**src/verilog/hri_pkg.sv**
```systemverilog
package hri_pkg;

  // ----------------------------------------------------------------
  // clock and timing
  // ----------------------------------------------------------------
  localparam int CLK_NS      = 25;
  localparam int CNT_W       = 21;
  localparam int TRIG_MIN_US = 2000;
  localparam int DELAY_US    = 1800;
  localparam int ACQ_US      = 26000;
  localparam int ACQ_CC_US   = 29000;
  localparam int XFER_US     = 2000;
  localparam int GAP_US      = 35000;
  localparam int GAP_CC_US   = 40000;
  localparam int PULSE_US    = 100;
  localparam int DELAY_CYC   = (DELAY_US * 1000) / CLK_NS;
  localparam int ACQ_CYC     = (ACQ_US * 1000) / CLK_NS;
  localparam int ACQ_CC_CYC  = (ACQ_CC_US * 1000) / CLK_NS;
  localparam int XFER_CYC    = (XFER_US * 1000) / CLK_NS;
  localparam int GAP_CYC     = (GAP_US * 1000) / CLK_NS;
  localparam int GAP_CC_CYC  = (GAP_CC_US * 1000) / CLK_NS;
  localparam int PULSE_CYC   = (PULSE_US * 1000) / CLK_NS;

  // ----------------------------------------------------------------
  // register map
  // ----------------------------------------------------------------
  localparam int         ADDR_W      = 4;
  localparam logic [3:0] ADDR_CTRL   = 4'h0;
  localparam logic [3:0] ADDR_STATUS = 4'h4;
  localparam logic [3:0] ADDR_MASK   = 4'h8;
  localparam logic [3:0] ADDR_STATE  = 4'hC;
  localparam int         CTRL_CC     = 0;
  localparam int         EV_W        = 6;
  localparam int         EV_START    = 0;
  localparam int         EV_ACQ      = 1;
  localparam int         EV_DONE     = 2;
  localparam int         EV_FAIL     = 3;
  localparam int         EV_IGNORED  = 4;
  localparam int         EV_CLEAR    = 5;

  // ----------------------------------------------------------------
  // types
  // ----------------------------------------------------------------
  typedef enum logic [2:0] {
    CAUSE_PASS     = 3'h0,
    CAUSE_CHARGE   = 3'h1,
    CAUSE_OVERLOAD = 3'h2,
    CAUSE_HIGH     = 3'h3,
    CAUSE_LOW      = 3'h4,
    CAUSE_CONTACT  = 3'h5,
    CAUSE_PD       = 3'h6,
    CAUSE_RANGE    = 3'h7
  } hri_cause_t;

  typedef enum logic [1:0] {
    ST_IDLE  = 2'h0,
    ST_DELAY = 2'h1,
    ST_ACQ   = 2'h2,
    ST_XFER  = 2'h3
  } hri_fsm_t;

  typedef struct packed {
    logic pass_n;
    logic fail_n;
    logic aboveLimit_n;
    logic belowLimit_n;
    logic chargeFault_n;
    logic contactFault_n;
    logic partialDisFault_n;
  } hri_judge_t;

  localparam hri_judge_t JUDGE_IDLE = 7'h7F;

  typedef struct packed {
    logic [1:0]       startSync;
    logic [1:0]       clearSync;
    logic             startPrev;
    hri_fsm_t         fsm;
    logic [CNT_W-1:0] phaseCnt;
    logic [CNT_W-1:0] gapCnt;
    logic             gapOk;
    logic             ccRun;
    logic [CNT_W-1:0] doneCnt;
    logic [CNT_W-1:0] acqCnt;
    logic             doneOut_n;
    logic             acqOut_n;
    hri_cause_t       cause;
    hri_judge_t       judge;
    logic             testActive_n;
    logic             ccEn;
    logic [EV_W-1:0]  status;
    logic [EV_W-1:0]  mask;
    logic [31:0]      rdData;
  } hri_state_t;

  localparam hri_state_t RESET_STATE = '{
    startSync:    2'h3,
    clearSync:    2'h3,
    startPrev:    1'b1,
    fsm:          ST_IDLE,
    gapOk:        1'b1,
    doneOut_n:    1'b1,
    acqOut_n:     1'b1,
    cause:        CAUSE_PASS,
    judge:        JUDGE_IDLE,
    testActive_n: 1'b1,
    default:      '0
  };

endpackage

```
**src/verilog/hri_handler.sv**
```systemverilog
// Implementation choices: strobed register access and the address map.
`timescale 1ns/100ps
`default_nettype none

module hri_handler #(
  parameter logic [20:0] DELAY_CYC  = 21'(hri_pkg::DELAY_CYC),
  parameter logic [20:0] ACQ_CYC    = 21'(hri_pkg::ACQ_CYC),
  parameter logic [20:0] ACQ_CC_CYC = 21'(hri_pkg::ACQ_CC_CYC),
  parameter logic [20:0] XFER_CYC   = 21'(hri_pkg::XFER_CYC),
  parameter logic [20:0] GAP_CYC    = 21'(hri_pkg::GAP_CYC),
  parameter logic [20:0] GAP_CC_CYC = 21'(hri_pkg::GAP_CC_CYC),
  parameter logic [20:0] PULSE_CYC  = 21'(hri_pkg::PULSE_CYC)
) (
  // clock and reset
  input  wire logic                      clk,
  input  wire logic                      reset,
  // handler pins
  input  wire logic                      startTrig_n,
  input  wire logic                      clear_n,
  output logic                           pass_n,
  output logic                           fail_n,
  output logic                           above_limit_n,
  output logic                           below_limit_n,
  output logic                           charge_fault_n,
  output logic                           contact_fault_n,
  output logic                           partial_dis_fault_n,
  output logic                           reserved1_n,
  output logic                           reserved2_n,
  output logic                           testActive_n,
  output logic                           test_done_n,
  output logic                           sample_taken_n,
  // measurement core
  input  wire hri_pkg::hri_cause_t       resultCause,
  // register port
  input  wire logic [hri_pkg::ADDR_W-1:0] regAddr,
  input  wire logic [31:0]               regWrData,
  input  wire logic                      regWrStb,
  input  wire logic                      regRdStb,
  output logic [31:0]                    regRdData,
  // interrupt
  output logic                           irq
);

  hri_pkg::hri_state_t st_r;
  hri_pkg::hri_state_t st_nxt;

  // ----------------------------------------------------------------
  // result decode
  // ----------------------------------------------------------------
  function automatic hri_pkg::hri_judge_t judgeOf(input hri_pkg::hri_cause_t c);
    hri_pkg::hri_judge_t j;
    j = hri_pkg::JUDGE_IDLE;
    if (c == hri_pkg::CAUSE_PASS) begin
      j.pass_n = 1'b0;
    end else begin
      j.fail_n = 1'b0;
      case (c)
        hri_pkg::CAUSE_CHARGE:   j.chargeFault_n     = 1'b0;
        hri_pkg::CAUSE_OVERLOAD: j.aboveLimit_n      = 1'b0;
        hri_pkg::CAUSE_HIGH:     j.aboveLimit_n      = 1'b0;
        hri_pkg::CAUSE_LOW:      j.belowLimit_n      = 1'b0;
        hri_pkg::CAUSE_CONTACT:  j.contactFault_n    = 1'b0;
        hri_pkg::CAUSE_PD:       j.partialDisFault_n = 1'b0;
        default:                 j.fail_n            = 1'b0;
      endcase
    end
    return j;
  endfunction

  // ----------------------------------------------------------------
  // next state
  // ----------------------------------------------------------------
  always_comb begin
    logic                         startLow;
    logic                         trigEdge;
    logic                         clearAct;
    logic [hri_pkg::EV_W-1:0]     ev;
    logic [20:0]                  gapLimit;
    logic [20:0]                  acqLimit;
    startLow = 1'b0;
    trigEdge = 1'b0;
    clearAct = 1'b0;
    ev       = '0;
    gapLimit = GAP_CYC;
    acqLimit = ACQ_CYC;
    st_nxt   = st_r;

    // two-stage synchronisers on pins
    st_nxt.startSync = {st_r.startSync[0], startTrig_n};
    st_nxt.clearSync = {st_r.clearSync[0], clear_n};
    startLow = ~st_r.startSync[1];
    trigEdge = st_r.startPrev & startLow;
    st_nxt.startPrev = ~startLow;
    clearAct = ~st_r.clearSync[1];

    // minimum spacing between results
    if (st_r.ccRun) begin
      gapLimit = GAP_CC_CYC;
      acqLimit = ACQ_CC_CYC;
    end
    if (!st_r.gapOk) begin
      st_nxt.gapCnt = st_r.gapCnt + 21'h1;
      if (st_r.gapCnt >= gapLimit - 21'h1) begin
        st_nxt.gapOk = 1'b1;
      end
    end

    // strobe pulses
    if (st_r.doneCnt != '0) begin
      st_nxt.doneCnt = st_r.doneCnt - 21'h1;
    end
    if (st_r.acqCnt != '0) begin
      st_nxt.acqCnt = st_r.acqCnt - 21'h1;
    end

    // sequencer
    case (st_r.fsm)
      hri_pkg::ST_IDLE: begin
        if (trigEdge && st_r.gapOk) begin
          st_nxt.fsm          = hri_pkg::ST_DELAY;
          st_nxt.phaseCnt     = '0;
          st_nxt.gapOk        = 1'b0;
          st_nxt.gapCnt       = '0;
          st_nxt.ccRun        = st_r.ccEn;
          st_nxt.testActive_n = 1'b0;
          st_nxt.judge        = hri_pkg::JUDGE_IDLE;
          st_nxt.doneCnt      = '0;
          ev[hri_pkg::EV_START] = 1'b1;
        end else if (trigEdge) begin
          ev[hri_pkg::EV_IGNORED] = 1'b1;
        end
      end
      hri_pkg::ST_DELAY: begin
        ev[hri_pkg::EV_IGNORED] = trigEdge;
        st_nxt.phaseCnt = st_r.phaseCnt + 21'h1;
        if (st_r.phaseCnt >= DELAY_CYC - 21'h1) begin
          st_nxt.fsm      = hri_pkg::ST_ACQ;
          st_nxt.phaseCnt = '0;
        end
      end
      hri_pkg::ST_ACQ: begin
        ev[hri_pkg::EV_IGNORED] = trigEdge;
        st_nxt.phaseCnt = st_r.phaseCnt + 21'h1;
        if (st_r.phaseCnt >= acqLimit - 21'h1) begin
          st_nxt.fsm      = hri_pkg::ST_XFER;
          st_nxt.phaseCnt = '0;
          st_nxt.cause    = resultCause;
          st_nxt.judge    = judgeOf(resultCause);
          st_nxt.acqCnt   = PULSE_CYC;
          ev[hri_pkg::EV_ACQ] = 1'b1;
        end
      end
      hri_pkg::ST_XFER: begin
        ev[hri_pkg::EV_IGNORED] = trigEdge;
        st_nxt.phaseCnt = st_r.phaseCnt + 21'h1;
        if (st_r.phaseCnt >= XFER_CYC - 21'h1) begin
          st_nxt.fsm          = hri_pkg::ST_IDLE;
          st_nxt.phaseCnt     = '0;
          st_nxt.testActive_n = 1'b1;
          st_nxt.doneCnt      = PULSE_CYC;
          ev[hri_pkg::EV_DONE] = 1'b1;
          ev[hri_pkg::EV_FAIL] = ~st_r.judge.fail_n;
        end
      end
      default: begin
        st_nxt.fsm = hri_pkg::ST_IDLE;
      end
    endcase

    // external clear overrides the sequence
    if (clearAct) begin
      st_nxt.fsm          = hri_pkg::ST_IDLE;
      st_nxt.phaseCnt     = '0;
      st_nxt.judge        = hri_pkg::JUDGE_IDLE;
      st_nxt.testActive_n = 1'b1;
      st_nxt.doneCnt      = '0;
      st_nxt.acqCnt       = '0;
      ev                  = '0;
      ev[hri_pkg::EV_CLEAR] = 1'b1;
    end
    st_nxt.doneOut_n = (st_nxt.doneCnt == '0);
    st_nxt.acqOut_n  = (st_nxt.acqCnt == '0);

    // register writes; a new event wins over a clear
    if (regWrStb) begin
      case (regAddr)
        hri_pkg::ADDR_CTRL:   st_nxt.ccEn = regWrData[hri_pkg::CTRL_CC];
        hri_pkg::ADDR_STATUS: st_nxt.status = st_r.status & ~regWrData[hri_pkg::EV_W-1:0];
        hri_pkg::ADDR_MASK:   st_nxt.mask = regWrData[hri_pkg::EV_W-1:0];
        default:              st_nxt.ccEn = st_r.ccEn;
      endcase
    end
    st_nxt.status = st_nxt.status | ev;

    // register reads, data one cycle later
    if (regRdStb) begin
      case (regAddr)
        hri_pkg::ADDR_CTRL:   st_nxt.rdData = {31'h0, st_r.ccEn};
        hri_pkg::ADDR_STATUS: st_nxt.rdData = {26'h0, st_r.status};
        hri_pkg::ADDR_MASK:   st_nxt.rdData = {26'h0, st_r.mask};
        hri_pkg::ADDR_STATE:  st_nxt.rdData = {17'h0, st_r.judge, st_r.cause,
                                               st_r.fsm, st_r.testActive_n,
                                               st_r.gapOk, st_r.ccRun};
        default:              st_nxt.rdData = 32'h0;
      endcase
    end else begin
      st_nxt.rdData = 32'h0;
    end
  end

  // ----------------------------------------------------------------
  // state register
  // ----------------------------------------------------------------
  always_ff @(posedge clk or posedge reset) begin
    if (reset) begin
      st_r <= hri_pkg::RESET_STATE;
    end else begin
      st_r <= st_nxt;
    end
  end

  // ----------------------------------------------------------------
  // outputs
  // ----------------------------------------------------------------
  assign pass_n              = st_r.judge.pass_n;
  assign fail_n              = st_r.judge.fail_n;
  assign above_limit_n       = st_r.judge.aboveLimit_n;
  assign below_limit_n       = st_r.judge.belowLimit_n;
  assign charge_fault_n      = st_r.judge.chargeFault_n;
  assign contact_fault_n     = st_r.judge.contactFault_n;
  assign partial_dis_fault_n = st_r.judge.partialDisFault_n;
  assign reserved1_n         = 1'b1;
  assign reserved2_n         = 1'b1;
  assign testActive_n        = st_r.testActive_n;
  assign test_done_n         = st_r.doneOut_n;
  assign sample_taken_n      = st_r.acqOut_n;
  assign regRdData           = st_r.rdData;
  assign irq                 = |(st_r.status & st_r.mask);

endmodule
`default_nettype wire

```
**config.mk**
```make
export PLATFORM = sky130hd
export DESIGN_NAME = hri_handler
export DESIGN_NICKNAME = d
export VERILOG_FILES = /design/src/verilog/hri_pkg.sv /design/src/verilog/hri_handler.sv
export SDC_FILE = /design/constraint.sdc
export NUM_CORES = 1
export LEC_CHECK = 0
export ABC_AREA = 1
export BUFFER_PORTS_ARGS = -buffer_cell sky130_fd_sc_hd__buf_2
export CAP_MARGIN = 20
export CORE_ASPECT_RATIO = 0.7
export CORE_UTILIZATION = 50
export CTS_CLUSTER_DIAMETER = 30
export DETAILED_ROUTE_END_ITERATION = 10
export PLACE_DENSITY = 0.7
export SETUP_SLACK_MARGIN = 0.4
export SYNTH_ARGS = -nofsm -noshare
export SYNTH_HDL_FRONTEND = slang
export SYNTH_SLANG_ARGS = --single-unit
```
**constraint.sdc**
```tcl
create_clock -name clk -period 9.9 [get_ports clk]
set_clock_uncertainty 0.05 [all_clocks]
set_input_delay 0.99 -clock clk [delete_from_list [all_inputs] [get_ports clk]]
set_output_delay 0.99 -clock clk [all_outputs]
set_load 0.01 [all_outputs]
```
## Word-level counts from Yosys, hierarchy flattened

Cells that the tools add are included.

- Register bits after elaboration: 151
- Bits of input ports: 45
- Output and inout port bits: 45

- Add/sub/neg operators: 6
- Order comparisons: 4
- Equal/unequal tests: 18
- Multiplexer cells: 46
- Bitwise logic cells: 7
- Reductions and logical operators: 18

Operator list:

| kind | number |
|---|---|
| 2-to-1 mux 21 bit | 6 |
| 2-to-1 mux 23 bit | 5 |
| case mux 23 bit (4 select lines) | 1 |
| subtractor 21 x 1 -> 21 bit, second input constant | 4 |
| 2-to-1 mux 67 bit | 1 |
| case mux 15 bit (4 select lines) | 1 |
| adder 21 x 1 -> 21 bit, second input constant | 2 |
| greater-or-equal comparator 21 x 17 -> 1 bit, second input constant | 2 |
| greater-or-equal comparator 21 bit | 2 |
| logical NOT 21 bit | 2 |
| 2-to-1 mux 42 bit | 1 |
| case mux 21 bit (2 select lines) | 1 |
| nonzero test 21 bit | 2 |
| 2-to-1 mux 32 bit | 1 |
| 2-to-1 mux 6 bit | 4 |
| 2-to-1 mux 22 bit | 1 |
| 2-to-1 mux 20 bit | 1 |
| 2-to-1 mux 8 bit | 2 |
| 2-to-1 mux 1 bit | 14 |
| case mux 7 bit (2 select lines) | 1 |
| bitwise AND 6 bit | 2 |
| 2-to-1 mux 12 bit | 1 |
| inequality test 3 bit, second input constant | 4 |
| equality test 3 bit, second input constant | 3 |
| 24 further kinds | 35 |

## Depth between registers and ports, before layout

- Word-level depth: 9
- Gate-level depth with buffers: 15
- Gate-level depth less buffers: 14

## Worst setup path after synthesis

Ideal clock, no wire load.

- Kind: reg-to-reg
- From: register st_r[100] in the netlist's numbering
- To: register st_r[132] in the netlist's numbering
- Setup time: 0.133 ns
- Arrival: 2.177 ns
- Data required time: 9.717 ns
- Setup slack: 7.540 ns
- Cell stages (with the launch flop): 15
- Path through: dfrtp_1 inv_1 ha_1 nand2_1 nor2_1 nand2_1 nor2_1 nand2_1 nand4_2 nor2_1 nor2_1 nand2_2 nand2_4 buf_6 o22ai_1

- Longest elaborated chain between the ends: 6

Ends and longest elaborated chain:

| item | RTL line | source |
|---|---|---|
| start: declaration | hri_handler.sv:44 | `hri_pkg::hri_state_t st_r;` |
| start signal: assignment | hri_handler.sv:216 | `st_r <= hri_pkg::RESET_STATE;` |
| start signal: assignment | hri_handler.sv:218 | `st_r <= st_nxt;` |
| 2-to-1 mux 21 bit | hri_handler.sv:97 | `if (st_r.ccRun) begin` |
| subtractor 21 x 1 -> 21 bit | hri_handler.sv:144 | `if (st_r.phaseCnt >= acqLimit - 21'h1) begin` |
| greater-or-equal comparator 21 bit | hri_handler.sv:144 |  |
| 2-to-1 mux 23 bit | hri_handler.sv:144 |  |
| case mux 23 bit (4 select lines) | hri_handler.sv:117 | `case (st_r.fsm)` |
| 2-to-1 mux 23 bit | hri_handler.sv:171 | `if (clearAct) begin` |

No other way between the ends. The select of a mux whose other input is x is not followed.
A chain may end at the register's enable or synchronous reset.

==> flow_metrics.env <==
export IMPL_status="completed"
export IMPL_avgViaCountPerCell=5.104
export IMPL_powerDensity_nw_per_um2=137.5
export IMPL_drc_errors=0
export IMPL_grt_pass1_vias=6713
export IMPL_ff2ff_path_depth=14
export IMPL_htree_levels=4
export IMPL_r2r_start="st_r[100]"
export IMPL_diodes=0
export IMPL_cp_depth=14
export IMPL_synth_xor_xnor_area_share=0.04662
export IMPL_synth_main_ff_cell="dfrtp_1"
export IMPL_crit_fanout=21
export IMPL_grt_overflow_total=0
export IMPL_finalSetupTns_ns=0
export IMPL_fill_cells=1542
export IMPL_hpwl_mm=14.56
export IMPL_postCtsHoldBufs=0
export IMPL_ant_nets=0
export IMPL_area_delta_synth_final_pct=9.057
export IMPL_syn_avg_cell_area_sq_um=7.384
export IMPL_path_clk_slew_ns=0.07
export IMPL_max_clock_freq_ghz=0.2818
export IMPL_critPathCapture="sample_taken_n"
export IMPL_period_share=0.3585
export IMPL_insertion_delay_ns=0.43
export IMPL_synthArstFlopShare=1.000
export IMPL_peakVddDrop_v=0.00008922
export IMPL_seq_area_frac_synth=0.3990
export IMPL_cap_violations=0
export IMPL_hold_viol=0
export IMPL_path_delay_family="simple AND/OR/NAND/NOR gates"
export IMPL_cts_max_path_buffers=2
export IMPL_fp_dieH_um=110.8
export IMPL_core_area_sq_um=16440
export IMPL_root_buffer="clkbuf_16"
export IMPL_synthSimpleGateAreaFrac=0.3040
export IMPL_synth_compound_area_share=0.08806
export IMPL_worstPathCellList="inv_1, ha_1, nand2_1, nor2_1, nand2_1, nor2_1, nand2_1, nand4_2, nand2_2, nand2_1, nand3_1, nor2_1, nand3_1, nor2_1"
export IMPL_start_kind="flop"
export IMPL_num_nets_final=1243
export IMPL_grt_max_degree=78
export IMPL_slew_headroom=0.3703
export IMPL_cts_tree="yes"
export IMPL_routed_wl_mm=19.95
export IMPL_end_kind="flop"
export IMPL_slowest_delay_ns=0.70
export IMPL_critPathKind="reg2reg"
export IMPL_power_w=0.001267
export IMPL_worstReg2RegEnd="sample_taken_n"
export IMPL_cts_resized=0
export IMPL_yosys_area_share_adder=0.03848
export IMPL_synth_distinct_cells=50
export IMPL_regArea_sq_um=3373
export IMPL_ys_ff_latch=134
export IMPL_grt_usage=0.2467
export IMPL_multi_input_area_sq_um=4105
export IMPL_p_leak_nw=5.041
export IMPL_gp_congestion=0.8884
export IMPL_crit_buf_inv=1
export IMPL_cts_buffers=17
export IMPL_drv_slew=0
export IMPL_cpMaxStageDelayCell="dfrtp_1"
export IMPL_synthCells=1145
export IMPL_setup_violations=0
export IMPL_rsz0062_at_grt="no"
export IMPL_cts_sinks=134
export IMPL_routed_via_count=7196
export IMPL_die_area_sq_um=17440
export IMPL_worstMarginPinSlew_ns=0.9446
export IMPL_cts_setup_buffers=0
export IMPL_synth_top_family_by_area="simple AND/OR/NAND/NOR gates"
export IMPL_hold_class="reg2reg"
export IMPL_critPathRequiredTime_ns=10.19
export IMPL_synth_area_mux_share=0
export IMPL_r2r_setup_slack_ns=6.35
export IMPL_drive_above_1_share=0.1097
export IMPL_synth_edf_count=0
export IMPL_dr_pass1_iters=7
export IMPL_die_w_um=157.4
export IMPL_io_buffer_count=44
export IMPL_rows=39
export IMPL_initialDrtViolationCount=545
export IMPL_start_util=0.5141
export IMPL_yosysWarnings=0
export IMPL_postLayoutCoreUtil=0.5607
export IMPL_synth_area_sq_um=8454
export IMPL_setup_worst_path_start="st_r[100]"
export IMPL_wire_per_inst_um=14.15
export IMPL_antenna_found_initial=1
export IMPL_io_pins=90
export IMPL_cp_data_arrival_time_ns=3.84
export IMPL_fin_crit_ns=3.549
export IMPL_grt_first_pass_wirelength_mm=33.80
-- worst reg2reg max path, cell delays in order, from the launching register on --
cell     delay, ns
dfrtp_1       0.70
inv_1         0.38
ha_1          0.44
nand2_1       0.08
nor2_1        0.22
nand2_1       0.11
nor2_1        0.11
nand2_1       0.07
nand4_2       0.22
nand2_2       0.32
nand2_1       0.21
nand3_1       0.08
nor2_1        0.20
nand3_1       0.11
nor2_1        0.17
-- cell usage in the layout, fill, tap and decap left out, types with 21 or more instances in the layout --
cell,synthesis,final
o21ai_0,64,64
nor3_1,26,26
nor2_1,178,178
ha_1,26,26
nand2_1,254,254
dfrtp_1,118,118
nand4_1,22,22
nand3_1,70,70
a21oi_1,21,21
inv_1,166,165
xor2_1,41,41
buf_2,3,44
-- cells by family after synthesis --
family          count (synthesis)
compound gates                128
xor+xnor                       45
fa+ha+maj                      26
buf+inv                       223
flops                         134
other cells                     2
simple gates                  587
-- flip-flops by register name (all words and copies together) (netlist names) --
name	cells
above_limit_n	1
sample_taken_n	1
contact_fault_n	1
st_r	106
fail_n	1
testActive_n	1
below_limit_n	1
regRdData	15
partial_dis_fault_n	1
test_done_n	1
pass_n	1
st_nxt	3
charge_fault_n	1
-- where the power goes --
part           switching (W)  leakage (nW)  internal (W)
Clock               0.000277         0.281      0.000358
Sequential         0.0000121          1.76      0.000565
Combinational      0.0000398          3.00     0.0000162
-- layer usage --
metal / share of wire / vias up / GRT usage / wire length (um)
met4: 0.0096 / 0 / 0.05825 / 191
met2: 0.39 / 222 / 0.3310 / 7827
met5: 0 / - / 0 / 0
li1: - / 3637 / - / -
met3: 0.070 / 16 / 0.06177 / 1390
met1: 0.53 / 3321 / 0.3896 / 10540
-- cell type report --
| cell class | instances | share of cell area |
|---|---|---|
| Clock buffer | 18 | 0.04655 |
| Clock inverter | 14 | 0.01696 |
| Inverter | 168 | 0.06894 |
| Multi-Input combinational cell | 805 | 0.4452 |
| Sequential cell | 134 | 0.3659 |
| Tap cell | 225 | 0.03053 |
| Timing Repair Buffer | 46 | 0.02592 |
-- metrics by stage --
| stage | worst slack (ns) | instances | cell area [sq um] | hold WS, ns |
|---|---|---|---|---|
| after floorplan | 5.304 | 1162 | 8518 | 0.2952 |
| after global placement | 6.441 | 1377 | 8623 | 0.2957 |
| after detailed placement | 6.463 | 1378 | 8635 | 0.3039 |
| after CTS | 6.433 | 1410 | 9220 | 0.3132 |
| after global routing | 6.092 | 1410 | 9220 | 0.3141 |
| final | 6.351 | 1410 | 9220 | 0.3134 |
-- cell usage after synthesis, types with 3 or more instances --
cell | count | area share
nor3_1 | 26 | 0.015
inv_1 | 166 | 0.074
o22ai_1 | 15 | 0.011
o211ai_1 | 4 | 0.0036
or2_2 | 3 | 0.0022
o31ai_1 | 3 | 0.0027
nand3_2 | 4 | 0.0047
dfrtp_1 | 118 | 0.35
o21bai_1 | 5 | 0.0044
nor2_2 | 6 | 0.0044
o21ai_0 | 64 | 0.038
buf_4 | 37 | 0.033
dfstp_2 | 16 | 0.050
nor2_1 | 178 | 0.079
nand4_1 | 22 | 0.016
buf_6 | 8 | 0.011
ha_1 | 26 | 0.038
xor2_1 | 41 | 0.042
buf_2 | 3 | 0.0018
nor4_1 | 5 | 0.0037
nor3_2 | 3 | 0.0036
nand2_1 | 254 | 0.11
a21oi_1 | 21 | 0.012
xnor2_1 | 4 | 0.0041
nand2_2 | 5 | 0.0037
nand3_1 | 70 | 0.041
clkbuf_1 | 6 | 0.0027
-- worst min-delay path by stage --
stage,endpoint,from,cells after the start
floorplan,st_nxt[146],st_nxt[150],0
global placement,st_r[148],st_nxt[148],0
detailed placement,st_r[148],st_nxt[148],0
CTS,st_r[148],st_nxt[148],0
global route,st_r[148],st_nxt[148],0
finish,st_r[148],st_nxt[148],0
Power figures use the tool's default switching activity.
